[src/dsr_regs.vh]
/*
 holds offsets, field positions, reset values and mode codes of the status bank.
 assumes inclusion by the status bank files only.
*/
`ifndef DSR_REGS_VH
`define DSR_REGS_VH
`define DSR_ADDR_CHAN_PWR 8'h79
`define DSR_ADDR_STATE_FLT 8'h7a
`define DSR_RST_CHAN_PWR 8'h00
`define DSR_RST_STATE_FLT 8'h80
`define DSR_MODE_MSB 7
`define DSR_MODE_LSB 5
`define DSR_BIT_PLL 4
`define DSR_BIT_MICB 3
`define DSR_BIT_RSVD 2
`define DSR_BIT_INFLT 1
`define DSR_BIT_BIASFLT 0
`define DSR_MODE_SLEEP 3'h4
`define DSR_MODE_IDLE 3'h6
`define DSR_MODE_ACTIVE 3'h7
`define DSR_NCH 4
`endif

[src/dsr_chan_pwr.v]
/*
 one group of four converter channels: powered state per channel.
 assumes enables and fault off come from same-clock logic.
*/
`timescale 1ns/1ps
`default_nettype none
module dsr_chan_pwr (
  input wire clk_i,
  input wire rst_b_i,
  input wire pwr_ctrl_i,
  input wire [3:0] chan_en_i,
  input wire [3:0] chan_fault_off_i,
  output reg [3:0] powered_o
);
  // faulted channels stay off even with control set
  always @(posedge clk_i or negedge rst_b_i) begin
    if (!rst_b_i) begin
      powered_o <= 4'h0;
    end else if (pwr_ctrl_i) begin
      powered_o <= chan_en_i & ~chan_fault_off_i;
    end else begin
      powered_o <= 4'h0;
    end
  end
endmodule
`default_nettype wire

[src/dsr_mode_code.v]
/*
 derives the operating state code from sleep and channel power state.
 assumes inputs are registered on the same clock.
*/
`timescale 1ns/1ps
`default_nettype none
`include "dsr_regs.vh"
module dsr_mode_code (
  input wire clk_i,
  input wire rst_b_i,
  input wire sleep_i,
  input wire any_chan_on_i,
  output reg [2:0] operating_state_code_o
);
  reg [2:0] code_d;
  always @* begin
    if (sleep_i) begin
      code_d = `DSR_MODE_SLEEP;
    end else if (any_chan_on_i) begin
      code_d = `DSR_MODE_ACTIVE;
    end else begin
      code_d = `DSR_MODE_IDLE;
    end
  end
  always @(posedge clk_i or negedge rst_b_i) begin
    if (!rst_b_i) begin
      operating_state_code_o <= `DSR_MODE_SLEEP;
    end else begin
      operating_state_code_o <= code_d;
    end
  end
endmodule
`default_nettype wire

[src/dsr_status_bank.v]
/*
 read-only device status bank: channel power and device state/fault registers.
 assumes a control-port engine presenting address, read and write strobes on clk_i,
 and power/fault/pll/bias inputs from same-clock logic.
*/
//
// Function
// - record channel power states in bits 7..4, channel one at bit 7.
// - playback channel power states in bits 3..0, channel one at bit 3.
// - mode field bits 7..5: 4 sleep, 6 idle active, 7 channels on.
// - state and fault register resets to 0x80, mode reads sleep.
// - bit 4 reads 1 while the synthesiser loop is enabled.
// - bit 3 reads 1 while the microphone supply is enabled.
// - bit 2 reserved, reads 0, writes never change it.
// - bit 1 set when some record channel forced off by input fault.
// - bit 0 set when all record channels forced off by bias fault.
// - record power control powers enabled record channels, clearing powers all down.
// - playback power control powers enabled playback channels, clearing powers all down.
`timescale 1ns/1ps
`default_nettype none
`include "dsr_regs.vh"
module dsr_status_bank (
  input wire clk_i,
  input wire rst_b_i,
  input wire [7:0] reg_addr_i,
  input wire reg_rd_i,
  input wire reg_wr_i,
  input wire [7:0] reg_wdata_i,
  output reg [7:0] reg_rdata_o,
  output wire reg_hit_o,
  input wire record_power_control_i,
  input wire playback_power_control_i,
  input wire [3:0] rec_chan_en_i,
  input wire [3:0] play_chan_en_i,
  input wire [3:0] rec_input_fault_i,
  input wire bias_fault_i,
  input wire sleep_i,
  input wire synth_loop_en_i,
  input wire mic_supply_en_i,
  output wire [3:0] rec_powered_o,
  output wire [3:0] play_powered_o
);
  wire [3:0] rec_pwr;
  wire [3:0] play_pwr;
  wire [3:0] rec_fault_off;
  wire [2:0] operating_state_code;
  reg synth_loop_running_q;
  reg mic_supply_on_q;
  reg input_fault_shutdown_flag_q;
  reg bias_fault_total_shutdown_flag_q;
  wire [7:0] channel_power_status;
  wire [7:0] device_state_and_fault_status;

  // bias fault kills every record channel; input faults kill their own
  assign rec_fault_off = rec_input_fault_i | {4{bias_fault_i}};

  // record group gated by its own power control
  dsr_chan_pwr u_rec (
    .clk_i(clk_i),
    .rst_b_i(rst_b_i),
    .pwr_ctrl_i(record_power_control_i & ~sleep_i),
    .chan_en_i(rec_chan_en_i),
    .chan_fault_off_i(rec_fault_off),
    .powered_o(rec_pwr)
  );

  dsr_chan_pwr u_play (
    .clk_i(clk_i),
    .rst_b_i(rst_b_i),
    .pwr_ctrl_i(playback_power_control_i & ~sleep_i),
    .chan_en_i(play_chan_en_i),
    .chan_fault_off_i(4'h0),
    .powered_o(play_pwr)
  );

  dsr_mode_code u_mode (
    .clk_i(clk_i),
    .rst_b_i(rst_b_i),
    .sleep_i(sleep_i),
    .any_chan_on_i(|{rec_pwr, play_pwr}),
    .operating_state_code_o(operating_state_code)
  );

  // registered so these flags line up one cycle after their cause; the mode field lags a power control change by two cycles
  always @(posedge clk_i or negedge rst_b_i) begin
    if (!rst_b_i) begin
      synth_loop_running_q <= 1'b0;
      mic_supply_on_q <= 1'b0;
      input_fault_shutdown_flag_q <= 1'b0;
      bias_fault_total_shutdown_flag_q <= 1'b0;
    end else begin
      synth_loop_running_q <= synth_loop_en_i;
      mic_supply_on_q <= mic_supply_en_i;
      // only counts while record power is requested, else nothing was forced off
      input_fault_shutdown_flag_q <= record_power_control_i & (|(rec_input_fault_i & rec_chan_en_i));
      bias_fault_total_shutdown_flag_q <= record_power_control_i & bias_fault_i;
    end
  end

  assign rec_powered_o = rec_pwr;
  assign play_powered_o = play_pwr;

  // channel one sits in the highest bit of each nibble
  assign channel_power_status = {rec_pwr[0], rec_pwr[1], rec_pwr[2], rec_pwr[3],
    play_pwr[0], play_pwr[1], play_pwr[2], play_pwr[3]};

  assign device_state_and_fault_status = {operating_state_code, synth_loop_running_q,
    mic_supply_on_q, 1'b0, input_fault_shutdown_flag_q,
    bias_fault_total_shutdown_flag_q};

  assign reg_hit_o = (reg_addr_i == `DSR_ADDR_CHAN_PWR) ||
    (reg_addr_i == `DSR_ADDR_STATE_FLT);

  // writes are accepted by the port but never reach any status bit
  always @(posedge clk_i or negedge rst_b_i) begin
    if (!rst_b_i) begin
      reg_rdata_o <= 8'h00;
    end else if (reg_rd_i) begin
      case (reg_addr_i)
        `DSR_ADDR_CHAN_PWR: reg_rdata_o <= channel_power_status;
        `DSR_ADDR_STATE_FLT: reg_rdata_o <= device_state_and_fault_status;
        default: reg_rdata_o <= 8'h00;
      endcase
    end
  end

  wire unused_ok = reg_wr_i ^ (^reg_wdata_i);
endmodule
`default_nettype wire

[config.mk]
export PLATFORM = sky130hd
export DESIGN_NAME = dsr_status_bank
export DESIGN_NICKNAME = d
export VERILOG_FILES = /design/src/dsr_chan_pwr.v /design/src/dsr_mode_code.v /design/src/dsr_status_bank.v
export VERILOG_INCLUDE_DIRS = /design/src
export SDC_FILE = /design/constraint.sdc
export NUM_CORES = 1
export LEC_CHECK = 0
export ABC_AREA = 0
export BUFFER_PORTS_ARGS = -buffer_cell sky130_fd_sc_hd__buf_2
export CORE_MARGIN = 1
export CORE_UTILIZATION = 41
export DETAILED_ROUTE_END_ITERATION = 6
export HOLD_SLACK_MARGIN = 0.06
export PLACE_DENSITY = 0.77
export REMOVE_ABC_BUFFERS = 1
export SLEW_MARGIN = 40
export SYNTH_ARGS = -nofsm -noshare
export SYNTH_HDL_FRONTEND = slang
export SYNTH_SLANG_ARGS = --single-unit
[constraint.sdc]
create_clock -name clk_i -period 1.4 [get_ports clk_i]
set_clock_uncertainty 0.2 [all_clocks]
set_input_delay 0.28 -clock clk_i [delete_from_list [all_inputs] [get_ports clk_i]]
set_output_delay 0.28 -clock clk_i [all_outputs]
set_load 0.02 [all_outputs]
# ---- After elaboration in Yosys (flattened, before gate mapping)
# Index checks and enable logic that the tools add are counted.
dict set report classes {
  n_eq_ne 2
  mux 5
  bitwise_logic 9
  n_reduce_logical 3
}
# cell count
set op_table {}
lappend op_table {{$eq A8 B7 Y1 const B} 2}
lappend op_table {{$pmux W8 S2} 1}
lappend op_table {{$and A4 B4 Y4} 2}
lappend op_table {{$mux W4} 2}
lappend op_table {{$reduce_or A8 Y1} 1}
lappend op_table {{$and A1 B1 Y1} 4}
lappend op_table {{$not A4 Y4} 1}
lappend op_table {{$or A4 B4 Y4} 1}
lappend op_table {{$reduce_or A4 Y1} 1}
lappend op_table {{$mux W2} 1}
lappend op_table {{$logic_or A1 B1 Y1} 1}
lappend op_table {{$mux W1} 1}
lappend op_table {{$not A1 Y1} 1}
dict set report word_totals {
  register_bits 23
  elab_cells 27
}

# ---- Longest topological paths before layout
# Gate-level depths: netlist of the first run.
dict set report logic_depth {
  depth_word 4
  ltp_mapped 4
  ltp_nobuf 3
}

# ---- Hierarchy
# Synthesis of the first run repeated with hierarchy kept, for this count alone.
dict set report unflattened {
  cells_unflattened 82
  area_unflattened_um2 950.9
}
# mod n_inst cells_each area_each_um2
set modules_own_cells {}
lappend modules_own_cells {dsr_status_bank 1 60 609.3}
lappend modules_own_cells {dsr_chan_pwr 2 8 135.1}
lappend modules_own_cells {dsr_mode_code 1 6 71.3}

# ---- Worst setup path after synthesis of the first run
# No wires, ideal clock.
dict set report synth_timing {
  path_type {input -> output}
  startpoint {input port reg_addr_i[2]}
  endpoint {output port reg_hit_o}
  arrival_time_ps 832
  required_time_ps 920
  path_slack_ps 88
  path_stages 2
  n_path_buf 0
  cell_sequence {and4b_2 o211a_1}
}
dict set report synth_between {
  elab_chain_cells 2
  word_cells_on_any_way 3
  cone_classes {eq/ne (2); reduce/logical (1)}
}
# item line_no
set synth_rtl {}
lappend synth_rtl {{start: declaration} dsr_status_bank.v:25} ;# input wire [7:0] reg_addr_i,
lappend synth_rtl {{$eq A8 B7 Y1} -}
lappend synth_rtl {{$logic_or A1 B1 Y1 *} dsr_status_bank.v:111} ;# assign reg_hit_o = (reg_addr_i == `DSR_ADDR_CHAN_PWR) ||
lappend synth_rtl {{end: declaration} dsr_status_bank.v:30} ;# output wire reg_hit_o,
# Every way passes the cells marked *; elsewhere a longest branch is shown, timed or not.

# ---- Worst setup path in the final report of the first run
# Ends and elaborated chain as after synthesis.

==> metrics, run 1 <==
first-pass GRT wire length 3.43 mm; antenna violations before repair 0; mean post-synth cell area 11.9 µm²; Avg Vias per Cell 4.80; FILL cells 154; Leak Pwr 0.731 nW; CTS tree built; GRT overflow 0; Setup-failing EPs final 1; RSZ-0062 raised after global routing yes; HPWL Detailed 1.49 mm; period utilization 100%; hold path startpoint reg_rd_i; setup TNS -0.00453 ns; main combinational cell family by area after synthesis simple AND/OR/NAND/NOR gates; crit end category output pin; Layout Nets 186; Yosys top cell area share 61.5%; GPL Wtd Cong 0.783; largest net degree at the start of global routing 23; Worst-Margin Slew 0.477 ns; HP Class in2reg; Num CTS Buffers 3; CTS clk-pin slew, worst paths 0.11 ns; headroom to the max-slew limit 68.2%; GRT Overall Usage 18.8%; mux cell area share after synthesis 0%; residual DRC count 0; crit path max fanout 2; outcome complete, but fails checks; Slew Limit Fails 0; top post-synthesis cells by area dfrtp_1 (61%), a22oi_1 (6.7%), o22ai_1 (5.6%), inv_1 (3.8%), and2_1 (3.5%); Synth Area in Compound Gates 15.4%; n_diodes 0; final worst setup slack -0.00453 ns; Syn Inst Count 75; Max Cap Viol 0; core box area 2000 µm²; critical path data required time 0.92 ns; max frequency 712 MHz; Min Clock Period, post-route 1.40 ns; Hold Path Sink reg_rdata_o[6]; critical path type in2out; die width 48.7 µm; adder-cell area share of the yosys netlist 0%; WL/cell 12.1 µm; Yosys reg bits 22; failing checks negative setup slack; port bufs 45; Yosys top cell by area dfrtp_1; Ys Warns 0; Initial Util 44.7%; final wirelength 2.11 mm; number of routed nets with antenna violations 0; CP startpoint kind input port; Hold WS 0.125 ns; layout cells sized above 1 41.5%; Arr. time, crit path 0.92 ns; RR Startpoint u_play.powered_o[2]; WHS Path Cells 2; DIE HEIGHT 48.7 µm; DR pass1 iterations 4; Clock Root Buffer clkbuf_4; r2r endpoint u_mode.operating_state_code_o[0]; clock buffer depth 2; Power per Cell Area 819 nW/µm²; num rows 16; DRT iter0 DRCs 8; xor/xnor share of the synthesized area 0%; worst skew pair latency 0.30 ns; final hold violation count 0; Synth cell types 19; die area 2380 µm²; sequential area share after synthesis 61.5%; clk sinks 22; FF-to-FF setup slack 0.20 ns; I/O pin count 55; Area Growth Syn to Fin 60.5%; Post-Synth Simple-Gate Area 16.3%; Netlist Area Pre-Place 896 µm²; vias in the first global route 821; R2R depth 3; peak supply drop 0.442 mV; depth of the CTS H-tree 1; via count 836
==> layout make-up <==
cell class	instances	area [µm²]	share of cell area [%]
Tap cell	27	33.8	2.35
Timing Repair Buffer	71	497	34.6
Sequential cell	22	551	38.3
Inverter	9	33.8	2.35
Clock buffer	4	36.3	2.52
Multi-Input combinational cell	41	287	19.9
==> worst max path at each step <==
stage                             start                  to  cells after the start
after detailed placement  reg_addr_i[2]           reg_hit_o                      4
after floorplan           reg_addr_i[0]           reg_hit_o                      2
after CTS                 reg_addr_i[2]           reg_hit_o                      4
final                     reg_addr_i[2]           reg_hit_o                      4
after global placement    reg_addr_i[2]           reg_hit_o                      4
after global routing            sleep_i  u_rec.powered_o[0]                      5
==> cells in the mapped netlist <==
library cell / n
inv_1: 9
buf_6: 2
a21oi_1: 2
o22ai_1: 8
buf_2: 1
and4b_2: 1
nand3_1: 1
a22oi_1: 8
a21boi_0: 1
and2b_2: 1
nor2_1: 1
nand3_4: 1
and2_1: 5
nor4_1: 2
nand2_1: 2
nor3b_1: 4
dfrtp_1: 22
nor2b_1: 3
o211a_1: 1
==> state kept, by name, indices dropped and copies added (netlist names) <==
name	flops
input_fault_shutdown_flag_q	1
bias_fault_total_shutdown_flag_q	1
synth_loop_running_q	1
u_rec.powered_o	4
mic_supply_on_q	1
u_mode.operating_state_code_o	2
reg_rdata_o	8
u_play.powered_o	4
==> worst max-delay path: stages <==
cell and delay, ns:
buf_6 0.09, and4b_2 0.28, o211a_1 0.16, buf_6 0.11
==> what timing repair did <==
item,CTS,global route
resized for setup,1,9
pin swaps,0,1
endpoints found under the hold margin,36,0
hold buffers,18,0
setup buffers,0,4
setup endpoints to repair,1,11
==> cell families after synthesis <==
group                  after synthesis
AO/OA/AOI/OAI                       20
buffers and inverters               12
AND/OR/NAND/NOR                     21
flip-flops                          22
==> layer usage <==
metal / global-route usage (%) / wire length [µm]
met3: 2.20 / 69
met4: 8.33 / 13
met2: 33.6 / 1190
met5: 0 / 0
met1: 22.7 / 833
==> cells in the final DEF (no fill, tap or decap), types with 3 or more instances in the layout <==
cell type and instances:
dlygate4sd3_1 18, buf_4 8, buf_2 40, clkbuf_4 3, and2_1 5, a22oi_1 8
buf_6 5, nor3b_1 4, dfrtp_1 22, o22ai_1 8, inv_1 9
==> metrics by stage <==
step	util (%)	instance area, µm²	worst slack, ns	std cells	power [mW]
after floorplan	-	868	-0.0421	72	0.718
after global placement	57.8	1160	-0.000416	148	0.794
after detailed placement	57.8	1160	-0.0102	148	0.799
after CTS	68.8	1380	0.00644	170	1.18
after global routing	71.8	1440	-0.0466	174	1.24
final	71.8	1440	-0.00453	174	1.18
==> report_power, final <==
| group | total, mW | internal, mW | switching [mW] |
|---|---|---|---|
| clock | 0.342 | 0.158 | 0.183 |
| combinational | 0.174 | 0.101 | 0.0735 |
| sequential | 0.661 | 0.652 | 0.00863 |
| total | 1.18 | 0.911 | 0.265 |
(Power assumes the default switching activity.)
==> run 2: changes to the inputs <==
- CELL_PAD_IN_SITES_DETAIL_PLACEMENT: not set -> 1
- CELL_PAD_IN_SITES_GLOBAL_PLACEMENT: not set -> 1
- CORE_UTILIZATION: 41 -> 30
==> metrics, run 2 (synthesized netlist as in run 1, its figures left out) <==
R2R depth 3 (unchanged); largest net degree at the start of global routing 23 (unchanged); max reg flops 8 (unchanged); antenna violations before repair 0 (unchanged); die width 56.6 µm (was 48.7 µm); crit end category output pin (unchanged); WL/cell 14.0 µm (was 12.1 µm); critical path type in2out (unchanged); DRT iter0 DRCs 1 (was 8); clock buffer depth 2 (unchanged); headroom to the max-slew limit 68.4% (was 68.2%); CP startpoint kind input port (unchanged); Num CTS Buffers 3 (unchanged); crit path max fanout 2 (unchanged); Worst-Margin Slew 0.474 ns (was 0.477 ns); Slew Limit Fails 0 (unchanged); vias in the first global route 924 (was 821); core box area 2780 µm² (was 2000 µm²); GPL Wtd Cong 0.708 (was 0.783); Hold Path Sink reg_rdata_o[6] (unchanged); Avg Vias per Cell 4.73 (was 4.80); Initial Util 32.2% (was 44.7%); n_diodes 0 (unchanged); CTS tree built (unchanged); commonest cells after routing, fill and taps aside buf_2 (41), dfrtp_1 (22), dlygate4sd3_1 (18) (was buf_2 (40), dfrtp_1 (22), dlygate4sd3_1 (18)); Clock Root Buffer clkbuf_4 (unchanged); clk sinks 22 (unchanged); RSZ-0062 raised after global routing yes (unchanged); setup TNS 0 ns (was -0.00453 ns); r2r endpoint u_mode.operating_state_code_o[0] (unchanged); depth of the CTS H-tree 1 (unchanged); RR Startpoint u_rec.powered_o[1] (was u_play.powered_o[2]); critical path data required time 0.92 ns (about the same); first-pass GRT wire length 4.11 mm (was 3.43 mm); Placed Instances 152 (was 148); port bufs 45 (unchanged); final wirelength 2.54 mm (was 2.11 mm); peak supply drop 0.643 mV (was 0.442 mV); CTS clk-pin slew, worst paths 0.12 ns (was 0.11 ns); Setup-failing EPs final 0 (was 1); GRT overflow 0 (unchanged); max frequency 718 MHz (was 712 MHz); Arr. time, crit path 0.91 ns (was 0.92 ns); layout cells sized above 1 44.0% (was 41.5%); Min Clock Period, post-route 1.39 ns (was 1.40 ns); die area 3210 µm² (was 2380 µm²); final hold violation count 0 (unchanged); Layout Nets 190 (was 186); outcome finished, final reports clean (was complete, but fails checks); period utilization 99.5% (was 100%); Power per Cell Area 775 nW/µm² (was 819 nW/µm²); hold path startpoint reg_rd_i (unchanged); residual DRC count 0 (unchanged); WHS Path Cells 2 (unchanged); number of routed nets with antenna violations 0 (unchanged); worst skew pair latency 0.31 ns (was 0.30 ns); DR pass1 iterations 3 (was 4); Reg with most FFs reg_rdata_o (unchanged); Area Growth Syn to Fin 63.0% (was 60.5%); num rows 19 (was 16); final cell count without fillers 181 (was 174); Max Cap Viol 0 (unchanged); FF-to-FF setup slack 0.14 ns (was 0.20 ns); GRT Overall Usage 17.1% (was 18.8%); commonest non-fill, non-tap cell in the layout buf_2 (unchanged); I/O pin count 55 (unchanged); HP Class in2reg (unchanged); Top Registers reg_rdata_o: 8 flops, u_play.powered_o: 4 flops, u_rec.powered_o: 4 flops (unchanged); via count 857 (was 836); DIE HEIGHT 56.6 µm (was 48.7 µm); Leak Pwr 0.745 nW (was 0.731 nW)
==> run 2: cell count changes in the layout (fill, tap and decap cells not counted), sizes merged <==
cell,change
buf,+4
clkbuf,-1
==> run 2: layout make-up <==
type	count	area (µm²)
Fill cell	312	1320
Sequential cell	22	551
Timing Repair Buffer	75	520
Multi-Input combinational cell	41	294
Tap cell	31	38.8
Inverter	9	33.8
Clock buffer	3	22.5
==> run 2: timing repair <==
action / 4_1_cts / 5_1_grt
endpoints found under the setup margin: 1 / 13
hold buffers: 18 / 0
hold endpoints to repair: 36 / 0
resized for setup: 3 / 7
buffers inserted: 0 / 8
==> run 2: how the worst max path moves through the flow <==
stage | start | endpoint | slack [ns] | cells past startpoint
6_report | reg_addr_i[2] | reg_hit_o | 0.006 | 4
2_1_floorplan | reg_addr_i[0] | reg_hit_o | -0.04 | 2
3_5_place_dp | reg_addr_i[2] | reg_hit_o | -0.02 | 4
5_1_grt | u_rec.powered_o[2] | rec_powered_o[2] | -0.02 | 1
4_1_cts | u_rec.powered_o[1] | rec_powered_o[1] | 0.0006 | 1
3_3_place_gp | reg_addr_i[2] | reg_hit_o | 0.0007 | 4
==> run 2: power breakdown <==
group	leakage, nW	internal [mW]	total [mW]	switching (mW)
clock network	0.0138	0.101	0.285	0.184
registers	0.294	0.652	0.661	0.00863
logic	0.437	0.105	0.186	0.0814
total	0.745	0.858	1.13	0.274
==> run 2: critical path, cell delays in order <==
cell and delay (ns):
buf_6 0.09, and4b_2 0.27, o211a_1 0.15, buf_6 0.12
==> run 2: per-stage QoR <==
stage          hold WS (ns)  total power [mW]  cell area (µm²)  utilization, %  setup slack, ns
2_1_floorplan        -0.216             0.718              868               -          -0.0421
3_3_place_gp         0.0529             0.795             1160            41.8         0.000737
3_5_place_dp         0.0637             0.803             1160            41.8          -0.0194
4_1_cts              0.0997              1.12             1380            49.5         0.000610
5_1_grt               0.107              1.19             1460            52.5          -0.0192
6_report              0.102              1.13             1460            52.5          0.00648
==> run 2: metal layers <==
layer / track usage (%) / wire, µm / vias up
met5: 0 / 0 / -
met2: 34.1 / 1490 / 30
met3: 3.69 / 105 / 7
met1: 16.5 / 879 / 407
li1: - / - / 413
met4: 6.97 / 71 / 0
==> run 3: changes to the inputs <==
- REMOVE_ABC_BUFFERS: 1 -> not set
==> metrics, run 3 (synthesized netlist as in run 1, its figures left out) <==
Num CTS Buffers 3 (unchanged); Layout Nets 189 (was 190); num rows 19 (unchanged); clk sinks 22 (unchanged); outcome complete, but fails checks (was finished, final reports clean); final wirelength 2.67 mm (was 2.54 mm); dpl ws -0.0191 ns (was -0.0194 ns); depth of the CTS H-tree 1 (unchanged); layout cells sized above 1 45.3% (was 44.0%); CP startpoint kind input port (unchanged); GRT overflow 0 (unchanged); GPL Wtd Cong 0.701 (was 0.708); first-pass GRT wire length 4.31 mm (was 4.11 mm); largest net degree at the start of global routing 23 (unchanged); RSZ-0062 raised after global routing yes (unchanged); n_diodes 0 (unchanged); crit end category output pin (unchanged); HP Class in2reg (unchanged); Reg with most FFs reg_rdata_o (unchanged); DRT iter0 DRCs 8 (was 1); CP max stage cell and4b_2 (unchanged); core box area 2780 µm² (unchanged); Leak Pwr 0.757 nW (was 0.745 nW); I/O pin count 55 (unchanged); die area 3210 µm² (unchanged); headroom to the max-slew limit 67.5% (was 68.4%); final worst setup slack -0.0151 ns (was 0.00648 ns); Worst-Margin Slew 0.487 ns (was 0.474 ns); Slew Limit Fails 0 (unchanged); setup TNS -0.0151 ns (was 0 ns); Arr. time, crit path 0.94 ns (was 0.91 ns); number of routed nets with antenna violations 0 (unchanged); Placed Instances 152 (unchanged); period utilization 101% (was 99.5%); critical path type in2out (unchanged); Net Sw Frac 21.5% (was 24.2%); power share of the combinational group 14.0% (was 16.5%); max frequency 707 MHz (was 718 MHz); WL/cell 14.7 µm (was 14.0 µm); via count 869 (was 857); CTS tree built (unchanged); Clk pwr share 36.4% (was 25.1%); die width 56.6 µm (unchanged); CP dominant cell by count buf_6 (unchanged); peak supply drop 0.626 mV (was 0.643 mV); Pint 1.05 mW (was 0.858 mW); final hold violation count 0 (unchanged); port bufs 45 (unchanged); Clock Root Buffer clkbuf_4 (unchanged); GRT Overall Usage 17.7% (was 17.1%); commonest cells after routing, fill and taps aside buf_2 (40), dfrtp_1 (22), dlygate4sd3_1 (18) (was buf_2 (41), dfrtp_1 (22), dlygate4sd3_1 (18)); Sequential Power Share 49.6% (was 58.4%); max reg flops 8 (unchanged); delay-heaviest family, CP simple AND/OR/NAND/NOR gates (unchanged); final cell count without fillers 181 (unchanged); Max Cap Viol 0 (unchanged); Largest stage delay, worst path 0.28 ns (was 0.27 ns); vias in the first global route 989 (was 924); HPWL Detailed 1.78 mm; residual DRC count 0 (unchanged); Top Registers reg_rdata_o: 8 flops, u_play.powered_o: 4 flops, u_rec.powered_o: 4 flops (unchanged); clock buffer depth 2 (unchanged); critical path cell sequence buf_6 -> and4b_2 -> o211a_1 -> buf_6 (unchanged); Power per Cell Area 890 nW/µm² (was 775 nW/µm²); Initial Util 32.2% (unchanged); FILL cells 313 (was 312); CTS clk-pin slew, worst paths 0.13 ns (was 0.12 ns); crit path buf inv count 2 (unchanged); crit path max fanout 2 (unchanged); Psw 0.286 mW (was 0.274 mW); Avg Vias per Cell 4.80 (was 4.73); Hold WS 0.0991 ns (was 0.102 ns); failing checks negative setup slack; Synthesized Nets 113; critical path data required time 0.92 ns (about the same); Setup-failing EPs final 1 (was 0); DIE HEIGHT 56.6 µm (unchanged); Area Growth Syn to Fin 67.3% (was 63.0%); commonest non-fill, non-tap cell in the layout buf_2 (unchanged); worst skew pair latency 0.31 ns (about the same); DR pass1 iterations 2 (was 3); antenna violations before repair 0 (unchanged); Min Clock Period, post-route 1.42 ns (was 1.39 ns)
-- run 3: changes by cell type in the layout (fill, tap and decap cells not counted) --
| cell | previous run | this run |
|---|---|---|
| buf_6 | 4 | 5 |
| bufinv_16 | 0 | 1 |
| buf_2 | 41 | 40 |
| buf_4 | 12 | 11 |
| nor3b_1 | 3 | 1 |
| nor3b_2 | 1 | 3 |
-- run 3: layer usage --
metal	share of wire (%)	wire, µm	track usage (%)
met4	3.0	80	6.97
met3	4.2	113	2.53
met5	0	0	0
met2	58	1560	35.1
met1	34	919	18.0
-- run 3: power groups by stage --
stage / clock network, mW / logic [mW] / registers (mW)
floorplan: 0 / 0.0483 / 0.680
global placement: 0 / 0.123 / 0.673
detailed placement: 0 / 0.130 / 0.674
CTS: 0.503 / 0.172 / 0.661
global route: 0.519 / 0.205 / 0.663
finish: 0.485 / 0.187 / 0.661
-- run 3: what timing repair did --
action | in CTS | in global routing
setup endpoints to repair | 3 | 9
hold buffers | 18 | 0
resized for setup | 3 | 11
endpoints found under the hold margin | 36 | 0
buffers inserted | 2 | 5
-- run 3: path summary, 6_finish.rpt --
path	from	to	slack [ns]	cells past startpoint
min in group asynchronous	rst_b_i	u_play.powered_o[2]	0.25	2
setup reg to reg	u_rec.powered_o[1]	u_mode.operating_state_code_o[0]	0.16	3
max in group asynchronous	rst_b_i	reg_rdata_o[7]	0.42	2
hold / removal	reg_rd_i	reg_rdata_o[6]	0.1	2
setup / recovery	reg_addr_i[2]	reg_hit_o	-0.02	4
hold reg to reg	reg_rdata_o[0]	reg_rdata_o[0]	0.33	2
-- run 3: per-stage QoR --
stage	instance area [µm²]	power, mW	util [%]
2_1_floorplan	896	0.728	-
3_3_place_gp	1160	0.796	41.8
3_5_place_dp	1160	0.804	41.8
4_1_cts	1420	1.34	51.1
5_1_grt	1500	1.39	53.9
6_report	1500	1.33	53.9
-- run 3: cell type report --
class	count	area, µm²	area share (%)
clock buffer	3	22.5	1.50
clock inverter	1	30.0	2.00
inverter	9	33.8	2.25
multi-input combinational	41	304	20.3
sequential	22	551	36.7
tap	31	38.8	2.59
timing repair buffer	74	519	34.6
